--- src/hdl/pin_mux_pkg.sv ---
// Purpose: constants for the shared pin function multiplexer
// Assumes: 16-bit register port with word addresses
// Notes: all register offsets are word indices on the plain register port
package pin_mux_pkg;
  localparam int ADDR_W = 3;
  localparam int DATA_W = 16;

  // register offsets
  localparam logic [ADDR_W-1:0] OFF_MUX_CTRL_A = 3'h0;
  localparam logic [ADDR_W-1:0] OFF_PORT_A_DATA_DIR = 3'h1;
  localparam logic [ADDR_W-1:0] OFF_PORT_B_DATA_DIR = 3'h2;
  localparam logic [ADDR_W-1:0] OFF_EXT_IRQ_ONE_CTRL = 3'h3;
  localparam logic [ADDR_W-1:0] OFF_EXT_IRQ_TWO_CTRL = 3'h4;
  localparam logic [ADDR_W-1:0] OFF_ADC_CTRL_SECOND = 3'h5;
  localparam logic [ADDR_W-1:0] OFF_CAPTURE_CTRL = 3'h6;
  localparam logic [ADDR_W-1:0] OFF_PIN_LEVEL_STAT = 3'h7;

  // mux control fields
  localparam int MUX_PWM_FOUR_BIT = 4;
  localparam int MUX_CLK_OUT_BIT = 7;
  localparam int MUX_TIMER2_PWM_OUT_BIT = 8;

  // port data/direction layout: data in low byte, direction in high byte
  localparam int DIR_OFS = 8;
  localparam int A_PWM_FOUR_BIT = 4;
  localparam int A_SHARED_BIT = 7;
  localparam int B_SHARED_BIT = 0;

  // peripheral enable fields
  localparam int IRQ_EN_BIT = 0;
  localparam int ADC_EXT_SOC_BIT = 0;
  localparam int CAP_EN_BIT = 0;
  localparam int CAP_EDGE_LO = 1;
  localparam int CAP_EDGE_HI = 2;

  // sampled pin indices
  localparam int NPINS = 5;
  localparam int LVL_PIN_ONE = 0;
  localparam int LVL_PIN_TWO = 1;
  localparam int LVL_PWM_LO = 2;

  localparam logic [DATA_W-1:0] REG_RST = 16'h0000;
  localparam logic [DATA_W-1:0] READ_ZERO = 16'h0000;
endpackage

--- src/hdl/shared_pin_function_mux.sv ---
// Purpose: function select for two shared pins and three pwm/gpio pins
// Assumes: pins are sampled through two flops; registers on a plain port
// Notes: pin outputs are registered except pin two's output enable and the clock-out path
//
// Overview of operation
// - after reset the first pin is interrupt-one input and port B bit 0.
// - interrupt-one sees the pin only when its control enable bit is set.
// - shared pins read as inputs freely; drive only when direction bit or mux bit selects.
// - mux bit 8 set puts timer-2 pwm on the first pin.
// - interrupt-one path depends only on its control, never on mux bit 8.
// - after reset the second pin may serve interrupt, adc, capture or gpio.
// - interrupt-two sees the second pin only when its enable bit is set.
// - adc trigger sees the second pin only when its enable bit is set.
// - capture-one sees the second pin only when configured for it.
// - mux bit 7 set drives the cpu clock onto the second pin.
// - pwm pins four to six each select pwm output or port A gpio.
//
// Chosen here: the register offsets and strobed register access.
`timescale 1ns/1ps
module shared_pin_function_mux
  import pin_mux_pkg::*;
(
  input wire logic mclk_i,
  input wire logic rst_b_i,
  input wire logic [ADDR_W-1:0] reg_addr_i,
  input wire logic [DATA_W-1:0] reg_wdata_i,
  input wire logic reg_wr_i,
  input wire logic reg_rd_i,
  output logic [DATA_W-1:0] reg_rdata_o,
  input wire logic timer2_pwm_out_i,
  input wire logic [2:0] pwm_out_i,
  input wire logic cpu_clock_out_i,
  input wire logic pin_one_i,
  output logic pin_one_o,
  output logic pin_one_oe_o,
  input wire logic pin_two_i,
  output logic pin_two_o,
  output logic pin_two_oe_o,
  input wire logic [2:0] pwm_pin_i,
  output logic [2:0] pwm_pin_o,
  output logic [2:0] pwm_pin_oe_o,
  output logic ext_irq_one_o,
  output logic ext_irq_two_o,
  output logic adc_conv_trigger_in_o,
  output logic capture_in_one_o
);

  logic [DATA_W-1:0] mux_ctrl_a;
  logic [DATA_W-1:0] port_a_data_dir;
  logic [DATA_W-1:0] port_b_data_dir;
  logic [DATA_W-1:0] ext_irq_one_ctrl;
  logic [DATA_W-1:0] ext_irq_two_ctrl;
  logic [DATA_W-1:0] adc_ctrl_second;
  logic [DATA_W-1:0] capture_ctrl;
  logic [NPINS-1:0] lvl_meta;
  logic [NPINS-1:0] lvl_q;
  logic [NPINS-1:0] raw_pins;
  logic pin_two_gpio;
  logic clk_sel;
  logic cap_sel;
  logic [DATA_W-1:0] next_rdata;

  // returns {output enable, output value}; peripheral source wins over gpio
  function automatic logic [1:0] pin_drive(input logic sel, input logic src,
                                           input logic dir, input logic dat);
    pin_drive = sel ? {1'b1, src} : {dir, dat};
  endfunction

  // register writes; all control resets to zero so pins come up as inputs
  always_ff @(posedge mclk_i or negedge rst_b_i)
  begin
    if (!rst_b_i)
    begin
      mux_ctrl_a <= REG_RST;
      port_a_data_dir <= REG_RST;
      port_b_data_dir <= REG_RST;
      ext_irq_one_ctrl <= REG_RST;
      ext_irq_two_ctrl <= REG_RST;
      adc_ctrl_second <= REG_RST;
      capture_ctrl <= REG_RST;
    end
    else if (reg_wr_i)
    begin
      case (reg_addr_i)
        OFF_MUX_CTRL_A: mux_ctrl_a <= reg_wdata_i;
        OFF_PORT_A_DATA_DIR: port_a_data_dir <= reg_wdata_i;
        OFF_PORT_B_DATA_DIR: port_b_data_dir <= reg_wdata_i;
        OFF_EXT_IRQ_ONE_CTRL: ext_irq_one_ctrl <= reg_wdata_i;
        OFF_EXT_IRQ_TWO_CTRL: ext_irq_two_ctrl <= reg_wdata_i;
        OFF_ADC_CTRL_SECOND: adc_ctrl_second <= reg_wdata_i;
        OFF_CAPTURE_CTRL: capture_ctrl <= reg_wdata_i;
        default: ;
      endcase
    end
  end

  // pin synchroniser; first stage feeds only the second
  assign raw_pins = {pwm_pin_i, pin_two_i, pin_one_i};

  always_ff @(posedge mclk_i or negedge rst_b_i)
  begin
    if (!rst_b_i)
    begin
      lvl_meta <= '1;
      lvl_q <= '1;
    end
    else
    begin
      lvl_meta <= raw_pins;
      lvl_q <= lvl_meta;
    end
  end

  // register read, data one cycle after the strobe
  always_comb
  begin
    next_rdata = READ_ZERO;
    case (reg_addr_i)
      OFF_MUX_CTRL_A: next_rdata = mux_ctrl_a;
      OFF_PORT_A_DATA_DIR:
      begin
        next_rdata = port_a_data_dir;
        // input bits show the pin level, output bits the latch
        for (int i = 0; i < 3; i++)
          if (!port_a_data_dir[DIR_OFS + A_PWM_FOUR_BIT + i])
            next_rdata[A_PWM_FOUR_BIT + i] = lvl_q[LVL_PWM_LO + i];
        if (!port_a_data_dir[DIR_OFS + A_SHARED_BIT])
          next_rdata[A_SHARED_BIT] = lvl_q[LVL_PIN_TWO];
      end
      OFF_PORT_B_DATA_DIR:
      begin
        next_rdata = port_b_data_dir;
        if (!port_b_data_dir[DIR_OFS + B_SHARED_BIT])
          next_rdata[B_SHARED_BIT] = lvl_q[LVL_PIN_ONE];
      end
      OFF_EXT_IRQ_ONE_CTRL: next_rdata = ext_irq_one_ctrl;
      OFF_EXT_IRQ_TWO_CTRL: next_rdata = ext_irq_two_ctrl;
      OFF_ADC_CTRL_SECOND: next_rdata = adc_ctrl_second;
      OFF_CAPTURE_CTRL: next_rdata = capture_ctrl;
      OFF_PIN_LEVEL_STAT: next_rdata = {{(DATA_W-NPINS){1'b0}}, lvl_q};
      default: next_rdata = READ_ZERO;
    endcase
  end

  always_ff @(posedge mclk_i or negedge rst_b_i)
  begin
    if (!rst_b_i)
      reg_rdata_o <= READ_ZERO;
    else if (reg_rd_i)
      reg_rdata_o <= next_rdata;
    else
      reg_rdata_o <= READ_ZERO;
  end

  // pin one: timer-2 pwm or port B bit 0
  always_ff @(posedge mclk_i or negedge rst_b_i)
  begin
    if (!rst_b_i)
      {pin_one_oe_o, pin_one_o} <= 2'b00;
    else
      {pin_one_oe_o, pin_one_o} <= pin_drive(mux_ctrl_a[MUX_TIMER2_PWM_OUT_BIT],
        timer2_pwm_out_i, port_b_data_dir[DIR_OFS + B_SHARED_BIT],
        port_b_data_dir[B_SHARED_BIT]);
  end

  // pwm four to six: compare output or port A bits 4..6
  genvar g;
  generate
    for (g = 0; g < 3; g++)
    begin : g_pwm
      always_ff @(posedge mclk_i or negedge rst_b_i)
      begin
        if (!rst_b_i)
          {pwm_pin_oe_o[g], pwm_pin_o[g]} <= 2'b00;
        else
          {pwm_pin_oe_o[g], pwm_pin_o[g]} <= pin_drive(
            mux_ctrl_a[MUX_PWM_FOUR_BIT + g], pwm_out_i[g],
            port_a_data_dir[DIR_OFS + A_PWM_FOUR_BIT + g],
            port_a_data_dir[A_PWM_FOUR_BIT + g]);
      end
    end
  endgenerate

  // pin two: the clock cannot pass a flop, so that leg stays combinational
  assign clk_sel = mux_ctrl_a[MUX_CLK_OUT_BIT];

  always_ff @(posedge mclk_i or negedge rst_b_i)
  begin
    if (!rst_b_i)
      pin_two_gpio <= 1'b0;
    else
      pin_two_gpio <= port_a_data_dir[A_SHARED_BIT];
  end

  assign pin_two_o = clk_sel ? cpu_clock_out_i : pin_two_gpio;
  assign pin_two_oe_o = clk_sel | port_a_data_dir[DIR_OFS + A_SHARED_BIT];

  // peripheral-facing inputs; a disabled function sees an idle high
  assign cap_sel = capture_ctrl[CAP_EN_BIT] && (capture_ctrl[CAP_EDGE_HI:CAP_EDGE_LO] != 2'b00);

  always_ff @(posedge mclk_i or negedge rst_b_i)
  begin
    if (!rst_b_i)
    begin
      ext_irq_one_o <= 1'b1;
      ext_irq_two_o <= 1'b1;
      adc_conv_trigger_in_o <= 1'b1;
      capture_in_one_o <= 1'b1;
    end
    else
    begin
      // mux bit 8 deliberately absent: pwm drive is seen back through the pad
      ext_irq_one_o <= ext_irq_one_ctrl[IRQ_EN_BIT] ? lvl_q[LVL_PIN_ONE] : 1'b1;
      ext_irq_two_o <= (!clk_sel && ext_irq_two_ctrl[IRQ_EN_BIT]) ?
        lvl_q[LVL_PIN_TWO] : 1'b1;
      adc_conv_trigger_in_o <= (!clk_sel && adc_ctrl_second[ADC_EXT_SOC_BIT]) ?
        lvl_q[LVL_PIN_TWO] : 1'b1;
      capture_in_one_o <= (!clk_sel && cap_sel) ? lvl_q[LVL_PIN_TWO] : 1'b1;
    end
  end
endmodule

--- config.mk ---
export PLATFORM = sky130hd
export DESIGN_NAME = shared_pin_function_mux
export DESIGN_NICKNAME = d
export VERILOG_FILES = /design/src/hdl/pin_mux_pkg.sv /design/src/hdl/shared_pin_function_mux.sv
export SDC_FILE = /design/constraint.sdc
export NUM_CORES = 1
export LEC_CHECK = 0
export BUFFER_PORTS_ARGS = -buffer_cell sky130_fd_sc_hd__buf_2
export CAP_MARGIN = 20
export CORE_AREA = 2 2 116 118
export CTS_CLUSTER_DIAMETER = 60
export DETAILED_ROUTE_END_ITERATION = 12
export DIE_AREA = 0 0 118 120
export GPL_TIMING_DRIVEN = 0
export PLACE_DENSITY_LB_ADDON = 0.15
export SYNTH_ARGS = -nofsm -noshare
export SYNTH_HDL_FRONTEND = slang
export SYNTH_SLANG_ARGS = --single-unit
--- constraint.sdc ---
create_clock -name mclk_i -period 1.2 [get_ports mclk_i]
set_clock_uncertainty 0.1 [all_clocks]
set_input_delay 0.36 -clock mclk_i [delete_from_list [all_inputs] [get_ports mclk_i]]
set_output_delay 0.36 -clock mclk_i [all_outputs]
set_load 0.03 [all_outputs]
==> flow_metrics.tcl <==
set metrics [dict create \
    run_status "complete, but fails checks" \
    violations "hold timing, setup timing" \
    power_density_nw_per_um2 1720 \
    yosysWarnings 0 \
    gp_congestion 0.825 \
    fmax_mhz 566 \
    reg2reg_depth 4 \
    setup_viol 87 \
    first_global_vias 5002 \
    clk_pin_slew_ps 50 \
    cp.required_ps 740 \
    grt_max_degree 88 \
    period_share_pct 147 \
    clockBufferDepth 2 \
    initial_core_util_pct 51.9 \
    hold_violations 52 \
    synth_top_area_share_pct 50.9 \
    post-dp-hpwl_um 10600 \
    remaining_drc_errors 0 \
    layout.nets 648 \
    insertion_delay_ps 430 \
    diodes 0 \
    crit_type "flip-flop to output pin" \
    total_power_uw 16300 \
    yosys-top-cells-area "dfrtp_1, mux2_2, dfstp_2" \
    whs_ps -182 \
    p_leak_uw 0.00437 \
    grt_antenna_before_repair 0 \
    die_w_um 118 \
    ys_seq_area_share_pct 56.3 \
    syn_area_um2 6740 \
    clkSinkCount 151 \
    critPathLaunchType "flip-flop" \
    cts_made_buffers 17 \
    grt_overflow 0 \
    yosys.area.top_type "dfrtp_1" \
    dr_total_vias 4613 \
    fp.dieH_um 120 \
    crit_arrival_ps 1310 \
    row_count 42 \
    finalSetupTns_ps -11560 \
    syn_nets 506 \
    layout.cells.non_filler 803 \
    root_buffer "clkbuf_16" \
    htreeDepth 4 \
    grt_pass1_wl_um 29300 \
    drt_pre_antenna_iters 4 \
    cts_tree "done" \
    synth_cell_types 50 \
    hold_path_class "input pin to async pin" \
    syn_avg_cell_area_um2 14.2 \
    avgRoutedWirePerCell_um 23.4 \
    path_max_fanout 3 \
    drv_slew 0 \
    ioPinCount 63 \
    drive_gt1_share_pct 58.7 \
    routed_wirelength_um 18800 \
    worst_slew_pin_slew_ps 609 \
    ir_worst_vdd_uv 1070 \
    max_cap_viol_count 0 \
    syn_inst 473 \
    ctsHoldBuffers 5 \
    fin_crit_ps 1770 \
    rsz0062_at_grt "yes" \
    syn2layout_area_growth_pct 40.1 \
    dp_cells 710 \
    antenna_left 0 \
    synth-seq-cells 151 \
    track_usage_pct 27.9 \
    maxSlewHeadroom_pct 59.4 \
    endpoint_kind "output pin" \
    core_um2 13000 \
    via_per_inst 5.74 \
    drtIter0Drc 362 \
    fp.dieArea_um2 14200 \
    setup_slack_ps -565 \
    portBuffers 60 \
]
-- final cells by class --
| cell class | count | area [um2] |
|---|---|---|
| Tap cell | 176 | 220 |
| Buffer | 24 | 362 |
| Fill cell | 845 | 3540 |
| Sequential cell | 151 | 3800 |
| Inverter | 6 | 36.3 |
| Multi-Input combinational cell | 289 | 3130 |
| Timing Repair Buffer | 126 | 1260 |
| Clock inverter | 7 | 140 |
| Clock buffer | 24 | 502 |
-- per-layer routing --
metal	wire length [um]	track usage [%]	vias up
met3	1200	6.51	28
met4	412	11.4	0
met2	9090	45.2	177
li1	-	-	2000
met5	0	0	-
met1	8120	36.6	2408
-- critical path, stage by stage, from the launching register on --
cell and delay, ps:
dfrtp_2 430, mux2_4 310, buf_6 140
-- cells by family after synthesis --
| family | Yosys count | synth area share, % |
|---|---|---|
| buffers and inverters | 33 | 4.12 |
| muxes | 146 | 24.9 |
| DFF | 151 | 56.3 |
| and+or+nand+nor | 66 | 6.48 |
| AOI/OAI and AO/OA | 77 | 8.13 |
-- report_power, final --
part	total [uW]	internal (uW)	switching, uW
clock	5790	3740	2050
sequential	6780	6130	654
combinational	3700	2180	1520
total	16300	12000	4230
-- through the flow --
stage | setup WS [ps] | area (um2) | utilization, %
after floorplan | -408 | 7020 | -
after global placement | -2430 | 7540 | 58.1
after detailed placement | -1020 | 7580 | 58.4
after CTS | -572 | 9320 | 71.8
after global routing | -591 | 9440 | 72.7
final | -565 | 9440 | 72.7
-- flip-flops by register name, summed over array words and instances (netlist names) --
register and flops:
adc_ctrl_second 16, capture_ctrl 16, ext_irq_one_ctrl 16, ext_irq_two_ctrl 16, mux_ctrl_a 16, port_a_data_dir 16
port_b_data_dir 16, reg_rdata_o 16, lvl_meta 5, lvl_q 5, pwm_pin_o 3, pwm_pin_oe_o 3
adc_conv_trigger_in_o 1, capture_in_one_o 1, ext_irq_one_o 1, ext_irq_two_o 1, pin_one_o 1, pin_one_oe_o 1
pin_two_gpio 1
-- cells in the final DEF, fill, tap and decap left out, types with 6 or more instances in the layout --
cell type,instances
a211oi_2,8
a21oi_1,15
a2bb2oi_2,6
buf_12,15
buf_2,27
buf_4,31
buf_6,58
buf_8,6
clkbuf_16,18
clkbuf_8,6
dfrtp_1,135
dfstp_2,14
mux2_2,27
mux2_4,94
mux2i_1,23
nand2_1,9
nand2b_1,7
nor2_1,16
o21ai_0,12
o21ai_1,7
-- Yosys cell counts (all sizes together) --
master	n
nor3	4
nand3	8
o32ai	1
o211ai	1
and3	5
o2bb2ai	3
mux2i	25
o211a	1
a21oi	20
and2b	1
a22oi	4
o21ai	19
a2bb2oi	6
inv	6
nand4	1
a211o	2
clkbuf	3
or2	5
nor2	18
dfstp	14
o31ai	3
buf	24
nand2b	9
nand2	11
nor2b	4
o221a	1
o221ai	2
a221oi	1
dfrtp	137
a22o	5
a211oi	8
mux2	121
-- final timing paths --
kind                                          start            endpoint  slack [ps]
worst max-delay path                  mux_ctrl_a[7]           pin_two_o        -570
worst min-delay path                        rst_b_i  port_b_data_dir[0]        -180
worst max register to register  port_b_data_dir[13]     reg_rdata_o[13]         -90
worst min register to register          lvl_meta[2]            lvl_q[2]         260
max in group asynchronous                   rst_b_i            lvl_q[3]         330
min in group mclk_i                    pwm_out_i[2]        pwm_pin_o[2]          60
-- what timing repair did --
item / CTS / global route
buffers inserted: 48 / 10
setup endpoints to repair: 125 / 125
hold endpoints to repair: 57 / 52
cloned: 4 / 1
resized for setup: 166 / 28
pin swaps: 20 / 13
(Power assumes the default switching activity.)
